### src/asc_pkg.sv
package asc_pkg;

    // register word index on the plain register port
    localparam logic [2:0] REG_CON1   = 3'h0;
    localparam logic [2:0] REG_CON2   = 3'h1;
    localparam logic [2:0] REG_CON3   = 3'h2;
    localparam logic [2:0] REG_CON4   = 3'h3;
    localparam logic [2:0] REG_RESULT = 3'h4;
    localparam logic [2:0] REG_DMA    = 3'h5;

    // converter_control_one field positions
    localparam int B_ON     = 15;
    localparam int B_SIDL   = 13;
    localparam int B_BM     = 12;
    localparam int B_12B    = 10;
    localparam int B_FMT    = 8;
    localparam int B_SSRC   = 5;
    localparam int B_SIMULTANEOUS_SAMPLE = 3;
    localparam int B_AUTO_SAMPLE_START   = 2;
    localparam int B_SAMPLE_CONTROL   = 1;
    localparam int B_DONE   = 0;
    // converter_control_two, three and four field positions
    localparam int B_CHPS   = 8;
    localparam int B_SMPI   = 2;
    localparam int B_SAMC   = 8;
    localparam int B_DMABL  = 0;

    // implemented bits of each register, and the reset value of all four
    localparam logic [15:0] C1_MASK = 16'hb7ef;
    localparam logic [15:0] C2_MASK = 16'he73f;
    localparam logic [15:0] C3_MASK = 16'h9fff;
    localparam logic [15:0] C4_MASK = 16'h0007;
    localparam logic [15:0] RST_CON = 16'h0000;

    // trigger_source codes
    localparam logic [2:0] TRG_MANUAL  = 3'h0;
    localparam logic [2:0] TRG_EXT_INT = 3'h1;
    localparam logic [2:0] TRG_TIMER   = 3'h2;
    localparam logic [2:0] TRG_COUNTER = 3'h7;

    // result_format codes
    localparam logic [1:0] FMT_SIGNED = 2'h1;

    typedef enum logic [1:0] {
        ST_OFF    = 2'b00,
        ST_HOLD   = 2'b01,
        ST_SAMPLE = 2'b11,
        ST_CONV   = 2'b10
    } asc_state_e;

    function automatic logic trg_reserved(input logic [2:0] code);
        return (code >= 3'h3) && (code <= 3'h6);
    endfunction

endpackage

### src/asc_conv_if.sv
`timescale 1ns/1ps
interface asc_conv_if;
    logic [11:0] raw;
    logic        res12;
    logic [1:0]  fmt;
    logic [15:0] fmt_out;
    logic        step;
    logic        grp_end;
    logic [4:0]  chan;
    logic        build_order;
    logic [2:0]  buf_len;
    logic [11:0] dma_addr;

    modport ctl (output raw, res12, fmt, step, grp_end, chan, build_order, buf_len, input fmt_out, dma_addr);
    modport fmt_side (input raw, res12, fmt, output fmt_out);
    modport dma_side (input step, grp_end, chan, build_order, buf_len, output dma_addr);
endinterface

### src/asc_format.sv
`timescale 1ns/1ps
module asc_format (
    asc_conv_if.fmt_side cv
);
    // reserved codes fall back to plain integer form
    always_comb begin
        if (cv.res12) begin
            if (cv.fmt == asc_pkg::FMT_SIGNED) begin
                cv.fmt_out = {{5{~cv.raw[11]}}, cv.raw[10:0]};
            end else begin
                cv.fmt_out = {4'h0, cv.raw[11:0]};
            end
        end else begin
            if (cv.fmt == asc_pkg::FMT_SIGNED) begin
                cv.fmt_out = {{7{~cv.raw[9]}}, cv.raw[8:0]};
            end else begin
                cv.fmt_out = {6'h00, cv.raw[9:0]};
            end
        end
    end
endmodule // asc_format

### src/asc_dma_addr.sv
`timescale 1ns/1ps
module asc_dma_addr (
    input  wire logic    clk,
    input  wire logic    sys_rst,
    input  wire logic    run,
    asc_conv_if.dma_side cv
);
    logic [3:0]  seq_r;
    logic [3:0]  seq_nxt;
    logic [6:0]  ptr_r;
    logic [6:0]  ptr_nxt;
    logic [11:0] addr_r;
    logic [11:0] addr_nxt;
    logic [11:0] chan_part;
    logic [6:0]  ptr_mask;

    assign cv.dma_addr = addr_r;

    always_comb begin
        seq_nxt   = seq_r;
        ptr_nxt   = ptr_r;
        addr_nxt  = addr_r;
        chan_part = {cv.chan, 7'h00} >> (3'h7 - cv.buf_len);
        ptr_mask  = 7'h7f >> (3'h7 - cv.buf_len);
        if (!run) begin
            seq_nxt = 4'h0;
            ptr_nxt = 7'h00;
        end else if (cv.step) begin
            if (cv.build_order) begin
                addr_nxt = {8'h00, seq_r};
            end else begin
                addr_nxt = chan_part | {5'h00, ptr_r & ptr_mask};
            end
            // pointer moves once per group of increment_rate+1 results
            if (cv.grp_end) begin
                seq_nxt = 4'h0;
                ptr_nxt = ptr_r + 7'h01;
            end else begin
                seq_nxt = seq_r + 4'h1;
            end
        end
    end

    always_ff @(posedge clk or posedge sys_rst) begin
        if (sys_rst) begin
            seq_r  <= 4'h0;
            ptr_r  <= 7'h00;
            addr_r <= 12'h000;
        end else begin
            seq_r  <= seq_nxt;
            ptr_r  <= ptr_nxt;
            addr_r <= addr_nxt;
        end
    end

    property p_order_addr;
        @(posedge clk) disable iff (sys_rst)
        (run && cv.step && cv.build_order) |=> (addr_r == {8'h00, $past(seq_r)});
    endproperty
    a_order_addr : assert property (p_order_addr) else $error("in-order dma address wrong");

    property p_ptr_adv;
        @(posedge clk) disable iff (sys_rst)
        (run && cv.step && cv.grp_end) |=> (ptr_r == $past(ptr_r) + 7'h01);
    endproperty
    a_ptr_adv : assert property (p_ptr_adv) else $error("dma pointer did not advance");
endmodule // asc_dma_addr

### src/asc_ctl.sv
`timescale 1ns/1ps
module asc_ctl #(
    parameter int UNIT = 1
) (
    input  wire logic        clk,
    input  wire logic        sys_rst,
    input  wire logic [2:0]  reg_addr,
    input  wire logic [15:0] reg_wdata,
    input  wire logic        reg_wr,
    input  wire logic        reg_rd,
    output logic      [15:0] reg_rdata,
    input  wire logic        idle_mode,
    input  wire logic        external_interrupt_zero,
    input  wire logic        timer_cmp,
    input  wire logic        conv_done,
    input  wire logic [11:0] conv_data,
    input  wire logic [4:0]  conv_chan,
    output logic             sh_sample,
    output logic             conv_start,
    output logic             res_12bit,
    output logic             simul_sample,
    output logic      [15:0] result_word,
    output logic             conv_irq_flag,
    output logic             dma_req,
    output logic      [11:0] dma_addr
);
    ////////////////////////////////////////////////////////////////////////////
    asc_conv_if cv ();

    asc_format u_fmt (
        .cv (cv)
    );

    logic run;

    asc_dma_addr u_dma (
        .clk     (clk),
        .sys_rst (sys_rst),
        .run     (run),
        .cv      (cv)
    );

    ////////////////////////////////////////////////////////////////////////////
    logic [15:0]          c1_r, c1_nxt;
    logic [15:0]          c2_r, c2_nxt;
    logic [15:0]          c3_r, c3_nxt;
    logic [15:0]          c4_r, c4_nxt;
    logic [15:0]          rdata_r, rdata_nxt;
    logic [15:0]          result_r, result_nxt;
    asc_pkg::asc_state_e  st_r, st_nxt;
    logic [4:0]           smp_cnt_r, smp_cnt_nxt;
    logic [3:0]           grp_cnt_r, grp_cnt_nxt;
    logic                 ext_d_r;
    logic                 start_r, start_nxt;
    logic                 irq_r, dma_r, grp_nxt;
    logic                 wr_c1, sw_end, trig_hit, ext_rise, fin;
    logic [2:0]           ssrc;
    logic [3:0]           smpi;

    assign ssrc     = c1_r[asc_pkg::B_SSRC +: 3];
    assign smpi     = c2_r[asc_pkg::B_SMPI +: 4];
    assign wr_c1    = reg_wr && (reg_addr == asc_pkg::REG_CON1);
    assign ext_rise = external_interrupt_zero && !ext_d_r;
    assign run      = c1_r[asc_pkg::B_ON] && !(c1_r[asc_pkg::B_SIDL] && idle_mode);
    assign sw_end   = wr_c1 && !reg_wdata[asc_pkg::B_SAMPLE_CONTROL];
    assign fin      = (st_r == asc_pkg::ST_CONV) && conv_done && run;

    assign cv.raw         = conv_data;
    assign cv.res12       = c1_r[asc_pkg::B_12B];
    assign cv.fmt         = c1_r[asc_pkg::B_FMT +: 2];
    assign cv.step        = fin;
    assign cv.grp_end     = fin && (grp_cnt_r == smpi);
    assign cv.chan        = conv_chan;
    assign cv.build_order = c1_r[asc_pkg::B_BM];
    assign cv.buf_len     = c4_r[asc_pkg::B_DMABL +: 3];

    assign reg_rdata     = rdata_r;
    assign sh_sample     = c1_r[asc_pkg::B_SAMPLE_CONTROL];
    assign conv_start    = start_r;
    assign res_12bit     = c1_r[asc_pkg::B_12B];
    assign simul_sample  = c1_r[asc_pkg::B_SIMULTANEOUS_SAMPLE];
    assign result_word   = result_r;
    assign conv_irq_flag = irq_r;
    assign dma_req       = dma_r;
    assign dma_addr      = cv.dma_addr;

    ////////////////////////////////////////////////////////////////////////////
    // end-of-sample trigger selection
    always_comb begin
        unique case (ssrc)
            asc_pkg::TRG_MANUAL:  trig_hit = sw_end;
            asc_pkg::TRG_EXT_INT: trig_hit = ext_rise;
            asc_pkg::TRG_TIMER:   trig_hit = timer_cmp;
            asc_pkg::TRG_COUNTER: trig_hit = (smp_cnt_r >= c3_r[asc_pkg::B_SAMC +: 5]);
            default:              trig_hit = 1'b0;
        endcase
    end

    ////////////////////////////////////////////////////////////////////////////
    // registers and sequencer
    always_comb begin
        c1_nxt      = c1_r;
        c2_nxt      = c2_r;
        c3_nxt      = c3_r;
        c4_nxt      = c4_r;
        st_nxt      = st_r;
        smp_cnt_nxt = smp_cnt_r;
        grp_cnt_nxt = grp_cnt_r;
        start_nxt   = 1'b0;
        grp_nxt     = 1'b0;
        result_nxt  = result_r;
        if (wr_c1) begin
            // sample bit is handled by the sequencer below; done is set by the sequencer and cleared by a write of zero
            c1_nxt[15:2] = reg_wdata[15:2] & asc_pkg::C1_MASK[15:2];
            c1_nxt[asc_pkg::B_SIMULTANEOUS_SAMPLE] = reg_wdata[asc_pkg::B_SIMULTANEOUS_SAMPLE] && !reg_wdata[asc_pkg::B_12B];
            if (!reg_wdata[asc_pkg::B_DONE]) begin
                c1_nxt[asc_pkg::B_DONE] = 1'b0;
            end
        end
        if (reg_wr && (reg_addr == asc_pkg::REG_CON2)) begin
            c2_nxt = reg_wdata & asc_pkg::C2_MASK;
        end
        if (reg_wr && (reg_addr == asc_pkg::REG_CON3)) begin
            c3_nxt = reg_wdata & asc_pkg::C3_MASK;
        end
        if (reg_wr && (reg_addr == asc_pkg::REG_CON4)) begin
            c4_nxt = reg_wdata & asc_pkg::C4_MASK;
        end
        if (!run) begin
            st_nxt                  = asc_pkg::ST_OFF;
            c1_nxt[asc_pkg::B_SAMPLE_CONTROL] = 1'b0;
            grp_cnt_nxt             = 4'h0;
        end else begin
            unique case (st_r)
                asc_pkg::ST_OFF: begin
                    st_nxt = asc_pkg::ST_HOLD;
                end
                asc_pkg::ST_HOLD: begin
                    if (c1_r[asc_pkg::B_AUTO_SAMPLE_START] || (wr_c1 && reg_wdata[asc_pkg::B_SAMPLE_CONTROL])) begin
                        st_nxt                  = asc_pkg::ST_SAMPLE;
                        c1_nxt[asc_pkg::B_SAMPLE_CONTROL] = 1'b1;
                        smp_cnt_nxt             = 5'h00;
                    end
                end
                asc_pkg::ST_SAMPLE: begin
                    if (smp_cnt_r != 5'h1f) begin
                        smp_cnt_nxt = smp_cnt_r + 5'h01;
                    end
                    if (trig_hit) begin
                        st_nxt                  = asc_pkg::ST_CONV;
                        c1_nxt[asc_pkg::B_SAMPLE_CONTROL] = 1'b0;
                        c1_nxt[asc_pkg::B_DONE] = 1'b0;
                        start_nxt               = 1'b1;
                    end
                end
                asc_pkg::ST_CONV: begin
                    if (conv_done) begin
                        result_nxt              = cv.fmt_out;
                        c1_nxt[asc_pkg::B_DONE] = 1'b1;
                        grp_nxt                 = cv.grp_end;
                        grp_cnt_nxt             = cv.grp_end ? 4'h0 : grp_cnt_r + 4'h1;
                        if (c1_r[asc_pkg::B_AUTO_SAMPLE_START]) begin
                            st_nxt                  = asc_pkg::ST_SAMPLE;
                            c1_nxt[asc_pkg::B_SAMPLE_CONTROL] = 1'b1;
                            smp_cnt_nxt             = 5'h00;
                        end else begin
                            st_nxt = asc_pkg::ST_HOLD;
                        end
                    end
                end
            endcase
        end
    end

    // read data: chps reads zero in 12-bit mode
    always_comb begin
        rdata_nxt = 16'h0000;
        if (reg_rd) begin
            unique case (reg_addr)
                asc_pkg::REG_CON1:   rdata_nxt = c1_r;
                asc_pkg::REG_CON2:   rdata_nxt = c1_r[asc_pkg::B_12B] ? (c2_r & ~16'h0300) : c2_r;
                asc_pkg::REG_CON3:   rdata_nxt = c3_r;
                asc_pkg::REG_CON4:   rdata_nxt = c4_r;
                asc_pkg::REG_RESULT: rdata_nxt = result_r;
                asc_pkg::REG_DMA:    rdata_nxt = {4'h0, cv.dma_addr};
                default:             rdata_nxt = 16'h0000;
            endcase
        end
    end

    always_ff @(posedge clk or posedge sys_rst) begin
        if (sys_rst) begin
            c1_r      <= asc_pkg::RST_CON;
            c2_r      <= asc_pkg::RST_CON;
            c3_r      <= asc_pkg::RST_CON;
            c4_r      <= asc_pkg::RST_CON;
            st_r      <= asc_pkg::ST_OFF;
            smp_cnt_r <= 5'h00;
            grp_cnt_r <= 4'h0;
            ext_d_r   <= 1'b0;
            start_r   <= 1'b0;
            irq_r     <= 1'b0;
            dma_r     <= 1'b0;
            result_r  <= 16'h0000;
            rdata_r   <= 16'h0000;
        end else begin
            c1_r      <= c1_nxt;
            c2_r      <= c2_nxt;
            c3_r      <= c3_nxt;
            c4_r      <= c4_nxt;
            st_r      <= st_nxt;
            smp_cnt_r <= smp_cnt_nxt;
            grp_cnt_r <= grp_cnt_nxt;
            ext_d_r   <= external_interrupt_zero;
            start_r   <= start_nxt;
            irq_r     <= grp_nxt;
            dma_r     <= grp_nxt;
            result_r  <= result_nxt;
            rdata_r   <= rdata_nxt;
        end
    end

    ////////////////////////////////////////////////////////////////////////////
    property p_off;
        @(posedge clk) disable iff (sys_rst)
        !run |=> (st_r == asc_pkg::ST_OFF) && !sh_sample && !conv_start;
    endproperty
    a_off : assert property (p_off) else $error("module active while off or idle-stopped");

    property p_idle;
        @(posedge clk) disable iff (sys_rst)
        (c1_r[asc_pkg::B_SIDL] && idle_mode) |=> !sh_sample;
    endproperty
    a_idle : assert property (p_idle) else $error("sampling continued in idle");

    property p_no_simul;
        @(posedge clk) disable iff (sys_rst)
        res_12bit |-> !simul_sample;
    endproperty
    a_no_simul : assert property (p_no_simul) else $error("simultaneous sampling in 12-bit mode");

    property p_manual;
        @(posedge clk) disable iff (sys_rst)
        (run && st_r == asc_pkg::ST_SAMPLE && ssrc == asc_pkg::TRG_MANUAL && sw_end) |=> conv_start && !sh_sample;
    endproperty
    a_manual : assert property (p_manual) else $error("software clear did not start conversion");

    property p_ext;
        @(posedge clk) disable iff (sys_rst)
        (run && st_r == asc_pkg::ST_SAMPLE && ssrc == asc_pkg::TRG_EXT_INT && ext_rise) |=> conv_start;
    endproperty
    a_ext : assert property (p_ext) else $error("pin edge did not start conversion");

    property p_timer;
        @(posedge clk) disable iff (sys_rst)
        (run && st_r == asc_pkg::ST_SAMPLE && ssrc == asc_pkg::TRG_TIMER && timer_cmp) |=> conv_start;
    endproperty
    a_timer : assert property (p_timer) else $error("timer compare did not start conversion");

    property p_reserved;
        @(posedge clk) disable iff (sys_rst)
        asc_pkg::trg_reserved(ssrc) |=> !conv_start;
    endproperty
    a_reserved : assert property (p_reserved) else $error("reserved trigger started conversion");

    property p_done;
        @(posedge clk) disable iff (sys_rst)
        fin |=> c1_r[asc_pkg::B_DONE] && (result_word == $past(cv.fmt_out));
    endproperty
    a_done : assert property (p_done) else $error("done or result not captured");

    property p_auto;
        @(posedge clk) disable iff (sys_rst)
        (fin && c1_r[asc_pkg::B_AUTO_SAMPLE_START]) |=> sh_sample;
    endproperty
    a_auto : assert property (p_auto) else $error("auto-start did not resample");

    property p_irq_dma;
        @(posedge clk) disable iff (sys_rst)
        cv.grp_end |=> conv_irq_flag && dma_req ##1 !conv_irq_flag;
    endproperty
    a_irq_dma : assert property (p_irq_dma) else $error("group end flag or dma request wrong");

    property p_fmt10;
        @(posedge clk) disable iff (sys_rst)
        (fin && !cv.res12 && (cv.fmt == asc_pkg::FMT_SIGNED))
            |=> (result_word[15:9] == {7{~$past(conv_data[9])}});
    endproperty
    a_fmt10 : assert property (p_fmt10) else $error("10-bit signed fill wrong");
endmodule // asc_ctl

### config.mk
export PLATFORM = sky130hd
export DESIGN_NAME = asc_ctl
export DESIGN_NICKNAME = d
export VERILOG_FILES = /design/src/asc_pkg.sv /design/src/asc_conv_if.sv /design/src/asc_format.sv /design/src/asc_dma_addr.sv /design/src/asc_ctl.sv
export SDC_FILE = /design/constraint.sdc
export NUM_CORES = 1
export LEC_CHECK = 0
export BUFFER_PORTS_ARGS = -buffer_cell sky130_fd_sc_hd__buf_4
export CAP_MARGIN = 20
export CORE_AREA = 2 2 121 123
export CTS_BUF_LIST = sky130_fd_sc_hd__clkbuf_4 sky130_fd_sc_hd__clkbuf_8
export DETAILED_ROUTE_END_ITERATION = 7
export DIE_AREA = 0 0 123 125
export GPL_ROUTABILITY_DRIVEN = 0
export PLACE_DENSITY = 0.55
export SYNTH_ARGS = -nofsm -noshare
export SYNTH_HDL_FRONTEND = slang
export SYNTH_SLANG_ARGS = --single-unit
### constraint.sdc
create_clock -name clk -period 3.58 [get_ports clk]
set_input_delay 0.358 -clock clk [delete_from_list [all_inputs] [get_ports clk]]
set_output_delay 0.358 -clock clk [all_outputs]
set_load 0.1 [all_outputs]
Yosys cells after proc, flatten, opt, wreduce, memory -nomap -nowiden
Index checks and enable logic that the tools add are counted.
Cells by class
  add/subtract/negate cells: 5
  magnitude comparators: 1
  eq/ne operators: 27
  shift-type cells: 2
  mux-type cells: 45
  bitwise logic cells: 4
  reduce and logical (&&, ||, !) cells: 29
Operator list (number)
  16-bit one-hot mux with 6 select lines: 1
  16-bit 2-to-1 mux: 4
  4-bit 2-to-1 mux: 7
  7-bit 2-to-1 mux: 3
  5-bit 2-to-1 mux: 4
  5-bit one-hot mux with 3 select lines: 1
  2-bit 2-to-1 mux: 7
  1-bit logical AND: 13
  1-bit 2-to-1 mux: 12
  12-bit 2-to-1 mux: 1
  2-bit inequality test (second input constant): 6
  3-bit inequality test (second input constant): 4
  12-bit by 7-bit OR with 12-bit output: 1
  12-bit by 3-bit right shift with 12-bit output: 1
  10-bit 2-to-1 mux: 1
  3-bit by 2-bit equality test with 1-bit output (second input constant): 3
  3-bit equality test (second input constant): 3
  4-bit by 1-bit adder with 4-bit output (second input constant): 2
  2-bit one-hot mux with 4 select lines: 1
  7-bit by 1-bit adder with 7-bit output (second input constant): 1
  7-bit AND: 1
  7-bit by 3-bit right shift with 7-bit output (first input constant): 1
  3-bit by 1-bit equality test with 1-bit output (second input constant): 2
  3-bit zero test: 2
  21 further kinds: 31
Word-level totals
  bits in registers: 111
  input bits: 44
  word-level logic and storage cells: 130

Longest topological paths before layout
Gate-level depths: netlist of the first run.
  depth in word-level cells: 9
  depth in mapped cells: 7

By module
A second synthesis of the first run with hierarchy kept.
Second synthesis, totals
  cells, all modules: 536
  area total of the unflattened synthesis: 5679.2 sq um
By module, submodules not included
  asc_ctl: instances 1, cells an instance 366, area each 4196.5 sq um
  asc_dma_addr: instances 1, cells an instance 145, area each 1311.3 sq um
  asc_format: instances 1, cells an instance 25, area each 171.4 sq um

Least setup slack after synthesis of the first run
OpenSTA, ideal clock, no wires.
  path type: reg-to-reg
  from: register smp_cnt_r[0]
  to: register smp_cnt_r[0]
  library setup time: 125 ps
  arrival: 1686 ps
  data required time: 3455 ps
  path slack: 1769 ps
  stages on the path, launching flop included: 7
  buffers on the path: 0
  clock period less this slack: 1811 ps
  cell sequence: dfrtp_1 > ha_1 > and3_1 > ha_1 > a31oi_1 > nand2_2 > mux2_4
Between the ends
  cells in the longest elaborated chain, start to end: 3
RTL lines
  from (decl): RTL line asc_ctl.sv:51  | logic [4:0] smp_cnt_r, smp_cnt_nxt;
  from (signal assigned): RTL line asc_ctl.sv:212  | smp_cnt_r <= smp_cnt_nxt;
  5-bit by 1-bit adder with 5-bit output / 5-bit inequality test (equally long branches): RTL line asc_ctl.sv:147, asc_ctl.sv:146
  5-bit 2-to-1 mux / 2-bit inequality test (equally long branches)
  5-bit one-hot mux with 3 select lines / 6-bit AND reduction (equally long branches)
Several ways; a longest one is shown, not always the timed one. The select of a mux whose other input is x is not followed.
A chain may end at the register's enable or synchronous reset.

Worst setup path in the final report of the first run
  from: register c2_r[2]
  to: register u_dma.ptr_r[5]
Between the ends
  cells in the longest elaborated chain, start to end: 4
RTL lines
  from (decl): RTL line asc_ctl.sv:45  | logic [15:0] c2_r, c2_nxt;
  from (signal assigned): RTL line asc_ctl.sv:194  | c2_r <= asc_pkg::RST_CON;
  from (signal assigned): RTL line asc_ctl.sv:208  | c2_r <= c2_nxt;
  4-bit equality test: RTL line asc_ctl.sv:72  | assign cv.grp_end = fin && (grp_cnt_r == smpi);
  1-bit logical AND: RTL line asc_ctl.sv:72
  2-bit inequality test (no line)
  2-bit AND reduction (no line)
  to (signal assigned): RTL line asc_dma_addr.sv:51  | ptr_r <= ptr_nxt;
  to (decl): RTL line asc_dma_addr.sv:10  | logic [6:0] ptr_r;
Every way passes these cells.

==> results of run 1 <==
==> per-stage QoR <==
stage          area (um2)  total power, mW  std cells  worst slack, ns  utilization (%)
5_1_grt              6590             4.07        787             1.27             46.4
3_3_place_gp         6310             3.00        770             1.37             44.5
4_1_cts              6550             3.92        785             1.47             46.1
6_report             6590             3.90        787             1.49             46.4
3_5_place_dp         6310             3.02        770             1.30             44.5
2_1_floorplan        5530             2.64        524            0.376                -
==> synth_stat cells (2+ instances only) <==
cell,n
xnor2_1,4
nor2b_1,9
o22ai_1,4
dfrtp_1,108
a21o_1,4
o31ai_1,9
xor2_1,2
a22oi_1,11
ha_1,12
nand3b_1,3
a2bb2oi_1,2
o21ai_0,26
inv_1,16
nand2b_1,8
nor2_1,22
and4_1,3
nand3_1,11
a31oi_1,6
buf_4,6
or3_1,2
mux2i_1,16
o211ai_1,2
nor4_1,3
clkbuf_1,18
nor3_1,7
or4_1,4
and3_1,9
a221oi_1,4
buf_2,10
mux2_4,3
nor3b_1,2
a21oi_1,23
nand2_1,63
mux2_2,51
o2111ai_1,4
a22o_1,5
and3b_1,2
and2_1,9
o32ai_1,2
==> sequential cells by signal, indices dropped and copies added, names as in the netlist <==
register,cells
reg_rdata,16
c3_r,14
c1_r,13
result_word,13
c2_r,12
u_dma.cv.dma_addr,12
u_dma.ptr_r,7
smp_cnt_r,5
grp_cnt_r,4
u_dma.seq_r,4
c4_r,3
st_r,2
conv_start,1
dma_req,1
ext_d_r,1
==> path summary, 6_finish.rpt <==
kind	depth (start not counted)	slack [ns]	start	end
worst max register to register	4	1.49	c2_r[2]	u_dma.ptr_r[5]
max in group asynchronous	5	2.30	sys_rst	c3_r[12]
worst max-delay path	4	1.49	c2_r[2]	u_dma.ptr_r[5]
worst min-delay path	1	0.07	external_interrupt_zero	ext_d_r
min in group asynchronous	3	0.44	sys_rst	result_word[0]
worst min register to register	1	0.51	c2_r[0]	c2_r[0]
==> final cells by class <==
type,count,area [um2]
clock inverters,5,100
flip-flops and latches,108,2700
inverters,16,62.6
clock buffers,10,138
fillers,1375,7610
well taps,184,230
multi-input cells,365,2590
repair buffers,99,766
==> timing repair <==
action | 4_1_cts | 5_1_grt
buffers inserted | 0 | 0
resized for setup | 0 | 0
hold buffers | 0 | 1
hold endpoints to repair | 0 | 13
==> logic make-up after synthesis <==
logic type | Yosys count | synth area share (%)
DFF | 108 | 48.9
muxes | 71 | 14.5
xor gates and xnor gates | 6 | 0.951
buffers and inverters | 51 | 4.23
and+or+nand+nor | 163 | 15.0
adders and majority gates | 12 | 2.72
AOI/OAI and AO/OA | 113 | 13.7
==> where the power goes <==
part / internal, mW / switching [mW] / total (mW)
registers: 1.40 / 0.233 / 1.63
clock network: 0.478 / 0.429 / 0.907
logic: 0.405 / 0.952 / 1.36
==> worst max-delay path, delay by kind of cell (launching register included) <==
kind / cells / cell delay (ns)
XOR/XNOR: 1 / 0.22
flip-flops: 1 / 0.46
multiplexers: 1 / 0.18
AND/OR/NAND/NOR: 2 / 1.16
==> routing by layer <==
metal / GRT usage (%) / routed length [um] / share of wire, % / up-vias
li1: - / - / - / 2027
met1: 29.1 / 6940 / 48 / 2136
met2: 29.2 / 6730 / 47 / 100
met3: 2.51 / 570 / 3.9 / 12
met4: 5.61 / 198 / 1.4 / 0
met5: 0 / 0 / 0 / -
==> impl_metrics.env, run 1 <==
export IMPL_portBuffers=93
export IMPL_pin_count=94
export IMPL_num_rows=44
export IMPL_cp_cell_sequence="xnor2_1 > nand4_1 > or4_1 > mux2i_1"
export IMPL_grt_pass1_vias=4078
export IMPL_coreArea_um2=14200
export IMPL_ant_nets=0
export IMPL_yosysTopAreaCellShare_pct=48.9
export IMPL_hold_class="in2reg"
export IMPL_critical_path_class="reg2reg"
export IMPL_synth_area_um2=5530
export IMPL_synth_cell_types=58
export IMPL_cts_root_buf="clkbuf_8"
export IMPL_synth_edf_count=0
export IMPL_ys_warn_count=0
export IMPL_cts_buffers=9
export IMPL_cp_slowest_cell="or4_1"
export IMPL_hold_violations=0
export IMPL_ys_flop_type="dfrtp_1"
export IMPL_drt_iter0_markers=287
export IMPL_cp_arrival_ns=2.41
export IMPL_clock_sinks=108
export IMPL_leakage_nw=3.10
export IMPL_die_area_um2=15400
export IMPL_grt_first_pass_wirelength_mm=23.0
export IMPL_start_util_pct=38.9
export IMPL_post_route_period_util_pct=58.5
export IMPL_overflow=0
export IMPL_layout_commonest_cell="dfrtp_1"
export IMPL_first_pass_iters=4
export IMPL_setup_viol=0
export IMPL_die_h_um=125
export IMPL_drive_above_1_share_pct=29.4
export IMPL_clockBufferDepth=2
export IMPL_clk_pin_slew_ns=0.10
export IMPL_slew_headroom_pct=43.5
export IMPL_whs_ns=0.0709
export IMPL_cap_violations=0
export IMPL_fmax_mhz=478
export IMPL_detail_route_wl_per_cell_um=18.3
export IMPL_yosys_top_cells_area="dfrtp_1 (49%), mux2_2 (10%), nand2_1 (4.3%), mux2i_1 (2.9%), ha_1 (2.7%)"
export IMPL_setup_tns_ns=0
export IMPL_tightest_slew_ns=0.844
export IMPL_grt_util_all_layers_pct=19.4
export IMPL_ys_async_sr_fraction_pct=100
export IMPL_drc_errors=0
export IMPL_synthCells=524
export IMPL_routed_wl_mm=14.4
export IMPL_critPathCaptureType="flop"
export IMPL_clk_latency_ns=0.39
export IMPL_power_density_nw_per_um2=591
export IMPL_worst_path_largest_cell_delay_ns=0.68
export IMPL_viasPerCell=5.43
export IMPL_clock_skew_ns=0.00760
export IMPL_htreeDepth=3
export IMPL_ys_seq_elements=108
export IMPL_dpl_hpwl_mm=10.7
export IMPL_critPathRequiredTime_ns=3.89
export IMPL_min_period_ns=2.09
export IMPL_vias=4275
export IMPL_diodes=0
export IMPL_layout_common_cells="dfrtp_1 (108), buf_4 (97), nand2_1 (63), mux2_2 (51), o21ai_0 (26)"
export IMPL_tritoncts="built"
export IMPL_start_kind="flop"
export IMPL_areaGrowthSynthToFinish_pct=19.2
export IMPL_antenna_found_initial=0
export IMPL_avgSynthCellArea_um2=10.5
export IMPL_grt_max_degree=87
export IMPL_synth_largest_area_cell="dfrtp_1"
export IMPL_rsz0062_at_grt="no"
export IMPL_syn_nets=580
export IMPL_status="completed"
export IMPL_crit_fanout=15
export IMPL_yosysSeqAreaShare_pct=48.9
export IMPL_slew_viol_final=0
export IMPL_nNetsFinal=655
export IMPL_dieWidth_um=123
export IMPL_ir_worst_vdd_mv=0.259
No activity file was read; power rests on OpenSTA's default activity.
==> run 2: changes to the inputs <==
==> constraint.sdc (replaced) <==
create_clock -name clk -period 2.1 [get_ports clk]
set_input_delay 0.21 -clock clk [delete_from_list [all_inputs] [get_ports clk]]
set_output_delay 0.21 -clock clk [all_outputs]
set_load 0.1 [all_outputs]
==> run 2 against run 1 <==
The flow now finishes with violations (negative hold slack). Core utilization increased by 0.62 points. Wire length is 1.6% higher. Sequential power rose by 67%. Global-route usage grew 0.47 points. Critical endpoint is now smp_cnt_r[1]. Largest cell class unchanged. Largest power group unchanged.
==> impl_metrics.env, run 2 (same netlist as run 1, synthesis figures left out) <==
export IMPL_ir_worst_vdd_mv=0.443
export IMPL_reg2reg_to="smp_cnt_r[1]"
export IMPL_vias=4310
export IMPL_post_route_period_util_pct=88.4
export IMPL_routed_wl_mm=14.7
export IMPL_clock_skew_ns=0.0114
export IMPL_tightest_slew_ns=0.582
export IMPL_fillers=1337
export IMPL_overflow=0
export IMPL_hold_class="in2async"
export IMPL_die_area_um2=15400
export IMPL_fmax_mhz=539
export IMPL_drive_above_1_share_pct=30.9
export IMPL_areaGrowthSynthToFinish_pct=20.8
export IMPL_r2r_start="smp_cnt_r[0]"
export IMPL_placed_cell_area_um2=6430
export IMPL_min_period_ns=1.86
export IMPL_first_pass_iters=5
export IMPL_coreArea_um2=14200
export IMPL_start_util_pct=38.9
export IMPL_largest_reg_flops=16
export IMPL_layout_commonest_cell="buf_4"
export IMPL_antenna_found_initial=0
export IMPL_cts_root_buf="clkbuf_8"
export IMPL_cp_arrival_ns=2.14
export IMPL_cts_buffers=9
export IMPL_die_h_um=125
export IMPL_drc_errors=0
export IMPL_clk_pin_slew_ns=0.11
export IMPL_critical_path_class="reg2reg"
export IMPL_grt_max_degree=109
export IMPL_layout_common_cells="buf_4 (110), dfrtp_1 (108), nand2_1 (63), mux2_2 (51), o21ai_0 (26)"
export IMPL_grt_first_pass_wirelength_mm=23.5
export IMPL_setup_tns_ns=0
export IMPL_drt_iter0_markers=337
export IMPL_violations="negative hold slack"
export IMPL_status="complete, but fails checks"
export IMPL_hold_violations=14
export IMPL_cap_violations=0
export IMPL_grt_pass1_vias=4314
export IMPL_dieWidth_um=123
export IMPL_cts_resized_gates=0
export IMPL_rsz0062_at_grt="no"
export IMPL_cts_setup_buffers=0
export IMPL_cp_slowest_cell="dfrtp_1"
export IMPL_grt_util_all_layers_pct=19.8
export IMPL_ant_nets=0
export IMPL_portBuffers=93
export IMPL_diodes=0
export IMPL_leakage_nw=3.16
export IMPL_nNetsFinal=669
export IMPL_clockBufferDepth=2
export IMPL_clock_sinks=108
export IMPL_num_rows=44
export IMPL_r2r_cells=6
export IMPL_pin_count=94
export IMPL_clk_latency_ns=0.38
export IMPL_viasPerCell=5.37
export IMPL_critPathCaptureType="flop"
export IMPL_cp_cell_sequence="ha_1 > and3_1 > ha_1 > a31oi_1 > nand2_2 > mux2_4"
export IMPL_htreeDepth=3
export IMPL_dpl_hpwl_mm=10.9
export IMPL_p_total_mw=6.58
export IMPL_setup_viol=0
export IMPL_crit_top_cell="ha_1"
export IMPL_design_area_um2=6680
export IMPL_crit_fanout=5
export IMPL_tritoncts="built"
export IMPL_power_density_nw_per_um2=985
export IMPL_slew_viol_final=0
export IMPL_ctsHoldBuffers=2
export IMPL_ff2ff_setup_slack_ns=0.24
export IMPL_detail_route_wl_per_cell_um=18.3
export IMPL_slew_headroom_pct=61.2
export IMPL_critPathRequiredTime_ns=2.38
export IMPL_worst_path_largest_cell_delay_ns=0.44
export IMPL_whs_ns=-0.0285
export IMPL_start_kind="flop"
run 2: cell types whose count changed in the layout (fill, tap and decap cells not counted), sizes merged:
cell / change
clkinvlp: +2
buf: +13
dlygate4sd3: +1
bufinv: -1
run 2: metal layers:
metal / track usage [%] / share of wire [%] / wire length [um] / vias up
li1: - / - / - / 2062
met1: 29.0 / 46 / 6800 / 2114
met2: 30.4 / 47 / 6870 / 114
met3: 2.46 / 4.5 / 654 / 20
met4: 6.95 / 2.3 / 339 / 0
met5: 0 / 0 / 0 / -
run 2: final cells by class:
| cell class | count | area (um2) | area share, % |
|---|---|---|---|
| clock buffers | 10 | 138 | 2.06 |
| flip-flops and latches | 108 | 2700 | 40.5 |
| clock inverters | 6 | 86.3 | 1.29 |
| repair buffers | 113 | 866 | 13.0 |
| well taps | 184 | 230 | 3.45 |
| inverters | 16 | 63.8 | 0.956 |
| multi-input cells | 365 | 2590 | 38.8 |
run 2: worst max-delay path by stage:
stage                            start                    to  depth (start not counted)
after floorplan           smp_cnt_r[0]          smp_cnt_r[0]                          6
after global placement    smp_cnt_r[0]          smp_cnt_r[0]                          6
after detailed placement  smp_cnt_r[0]          smp_cnt_r[1]                          6
after CTS                     c1_r[15]  u_dma.cv.dma_addr[3]                          5
after global routing          c1_r[15]  u_dma.cv.dma_addr[3]                          5
final                     smp_cnt_r[0]          smp_cnt_r[1]                          6
run 2: power breakdown:
| group | internal, mW | total [mW] | switching (mW) |
|---|---|---|---|
| registers | 2.39 | 2.73 | 0.340 |
| logic | 0.729 | 2.42 | 1.69 |
| clock network | 0.705 | 1.43 | 0.725 |
run 2: metrics by stage:
step / worst slack, ns / utilization [%] / cells
detailed placement: 0.260 / 45.3 / 784
floorplan: 0.289 / - / 524
global route: 0.0557 / 47.0 / 802
CTS: 0.243 / 47.0 / 802
finish: 0.244 / 47.0 / 802
global placement: 0.339 / 45.3 / 784
run 2: worst max-delay path, delay by kind of cell (launching register included):
kind	cells	cell delay, ns
AND/OR/NAND/NOR	2	0.32
flip-flops	1	0.44
adder cells (fa/ha/maj)	2	0.42
AO/OA/AOI/OAI	1	0.25
multiplexers	1	0.32
==> run 3: changes to the inputs <==
==> constraint.sdc (replaced) <==
create_clock -name clk -period 2.2 [get_ports clk]
set_input_delay 0.22 -clock clk [delete_from_list [all_inputs] [get_ports clk]]
set_output_delay 0.22 -clock clk [all_outputs]
set_load 0.1 [all_outputs]
==> run 3 against run 2 <==
Non-clock buffer count shrank 3. Largest cell class unchanged. Highest routed layer unchanged. Critical path type unchanged. Via count fell by 2.0%. Sequential share of layout area rose by 0.52 points. Wire length about the same. Clock skew fell by 0.0015 ns. The run now ends clean. Flip-flop and latch count unchanged. Sequential power down 4%. Total power shrank 8.9%.
==> impl_metrics.env, run 3 (same netlist as run 1, synthesis figures left out) <==
export IMPL_critPathRequiredTime_ns=2.48
export IMPL_setup_viol=0
export IMPL_worst_path_largest_cell_delay_ns=0.44
export IMPL_dpl_hpwl_mm=11.0
export IMPL_critPathTopFamily="flip-flops"
export IMPL_slew_headroom_pct=58.1
export IMPL_layout_commonest_cell="dfrtp_1"
export IMPL_post_route_period_util_pct=92.9
export IMPL_ctsHoldBuffers=2
export IMPL_cap_violations=0
export IMPL_detail_route_wl_per_cell_um=18.4
export IMPL_cts_setup_buffers=0
export IMPL_nNetsFinal=666
export IMPL_largest_reg_flops=16
export IMPL_min_to="result_word[2]"
export IMPL_crit_fanout=5
export IMPL_reg2reg_to="smp_cnt_r[4]"
export IMPL_design_area_um2=6590
export IMPL_critical_path_class="reg2reg"
export IMPL_slew_viol_final=0
export IMPL_grt_max_degree=62
export IMPL_portBuffers=93
export IMPL_grt_pass1_vias=4183
export IMPL_drc_errors=0
export IMPL_die_area_um2=15400
export IMPL_route_met3_wl_um=669
export IMPL_clk_latency_ns=0.39
export IMPL_internal_power_mw=3.41
export IMPL_hold_class="in2reg"
export IMPL_ant_nets=0
export IMPL_htreeDepth=3
export IMPL_cts_resized_gates=0
export IMPL_power_share_sequential_pct=43.5
export IMPL_placed_cell_area_um2=6410
export IMPL_ir_worst_vdd_mv=0.504
export IMPL_diodes=0
export IMPL_cp_arrival_ns=2.32
export IMPL_power_frac_comb_pct=38.1
export IMPL_power_frac_clock_pct=18.4
export IMPL_start_kind="flop"
export IMPL_top_layer="met4"
export IMPL_critPathCaptureType="flop"
export IMPL_status="completed"
export IMPL_ff2ff_setup_slack_ns=0.16
export IMPL_r2r_cells=6
export IMPL_cts_root_buf="clkbuf_8"
export IMPL_min_period_ns=2.04
export IMPL_clk_pin_slew_ns=0.09
export IMPL_hold_violations=0
export IMPL_overflow=0
export IMPL_antenna_found_initial=0
export IMPL_pin_count=94
export IMPL_tritoncts="built"
export IMPL_drive_above_1_share_pct=30.5
export IMPL_cp_slowest_cell="dfrtp_1"
export IMPL_crit_top_cell="ha_1"
export IMPL_power_density_nw_per_um2=909
export IMPL_areaGrowthSynthToFinish_pct=19.3
export IMPL_viasPerCell=5.29
export IMPL_switching_share_pct=43.2
export IMPL_clock_sinks=108
export IMPL_vias=4223
export IMPL_clockBufferDepth=2
export IMPL_routed_wl_mm=14.7
export IMPL_rsz0062_at_grt="no"
export IMPL_grt_util_all_layers_pct=19.7
export IMPL_hold_start="conv_data[2]"
export IMPL_cp_num_buf_inv=0
export IMPL_final_core_util_pct=46.4
export IMPL_layout_common_cells="dfrtp_1 (108), buf_4 (107), nand2_1 (63), mux2_2 (51), o21ai_0 (26)"
export IMPL_first_pass_iters=4
export IMPL_start_util_pct=38.9
export IMPL_switchingPower_mw=2.59
export IMPL_wl_met2_mm=6.94
export IMPL_fmax_mhz=489
export IMPL_num_rows=44
export IMPL_worstHoldPathCells=3
export IMPL_coreArea_um2=14200
export IMPL_die_h_um=125
export IMPL_clock_skew_ns=0.00994
export IMPL_tightest_slew_ns=0.628
export IMPL_grt_first_pass_wirelength_mm=23.1
export IMPL_setup_tns_ns=0
export IMPL_drt_iter0_markers=319
export IMPL_wl_met1_mm=6.86
export IMPL_leakage_nw=3.12
export IMPL_cp_cell_sequence="ha_1 > and3_1 > ha_1 > a31oi_1 > nand2_2 > mux2_4"
export IMPL_cts_buffers=9
export IMPL_r2r_start="smp_cnt_r[1]"
export IMPL_dieWidth_um=123
run 3: worst reg2reg max path: cells and delay by family, from the launching register on:
family                   cells  cell delay, ns
multiplexers                 1            0.33
AND/OR/NAND/NOR              2            0.36
flip-flops                   1            0.44
AO/OA/AOI/OAI                1            0.38
adder cells (fa/ha/maj)      2            0.42
run 3: power groups by stage:
stage / Combinational (mW) / Sequential [mW] / Clock, mW
finish: 2.28 / 2.61 / 1.10
global route: 2.43 / 2.65 / 1.20
CTS: 2.30 / 2.61 / 1.13
detailed placement: 2.29 / 2.65 / 0
global placement: 2.27 / 2.64 / 0
floorplan: 0.877 / 3.42 / 0
run 3: worst max-delay path by stage:
stage	from	to	slack (ns)	depth (start not counted)
after global routing	smp_cnt_r[0]	smp_cnt_r[0]	0.01	6
after global placement	smp_cnt_r[0]	smp_cnt_r[0]	0.33	6
final	smp_cnt_r[1]	smp_cnt_r[4]	0.16	6
after floorplan	smp_cnt_r[0]	smp_cnt_r[0]	0.39	6
after CTS	smp_cnt_r[0]	smp_cnt_r[4]	0.16	6
after detailed placement	smp_cnt_r[0]	smp_cnt_r[4]	0.17	6
run 3: area by class of cell:
type | count | area [um2]
Clock buffer | 12 | 146
Clock inverter | 3 | 15.0
Fill cell | 1384 | 7610
Inverter | 16 | 63.8
Multi-Input combinational cell | 365 | 2590
Sequential cell | 108 | 2700
Tap cell | 184 | 230
Timing Repair Buffer | 110 | 843
run 3: per-layer routing:
| metal | GRT usage, % | vias up |
|---|---|---|
| met5 | 0 | - |
| met4 | 6.35 | 0 |
| met3 | 2.78 | 13 |
| met2 | 31.1 | 114 |
| met1 | 28.0 | 2037 |
| li1 | - | 2059 |
run 3: through the flow:
stage	worst slack (ns)	instances	hold slack [ns]	total power [mW]
after floorplan	0.389	524	0.251	4.29
after global placement	0.328	781	0.337	4.91
after detailed placement	0.169	781	0.342	4.94
after CTS	0.156	798	0.00187	6.04
after global routing	0.0106	798	0.0172	6.28
final	0.156	798	0.0174	5.99
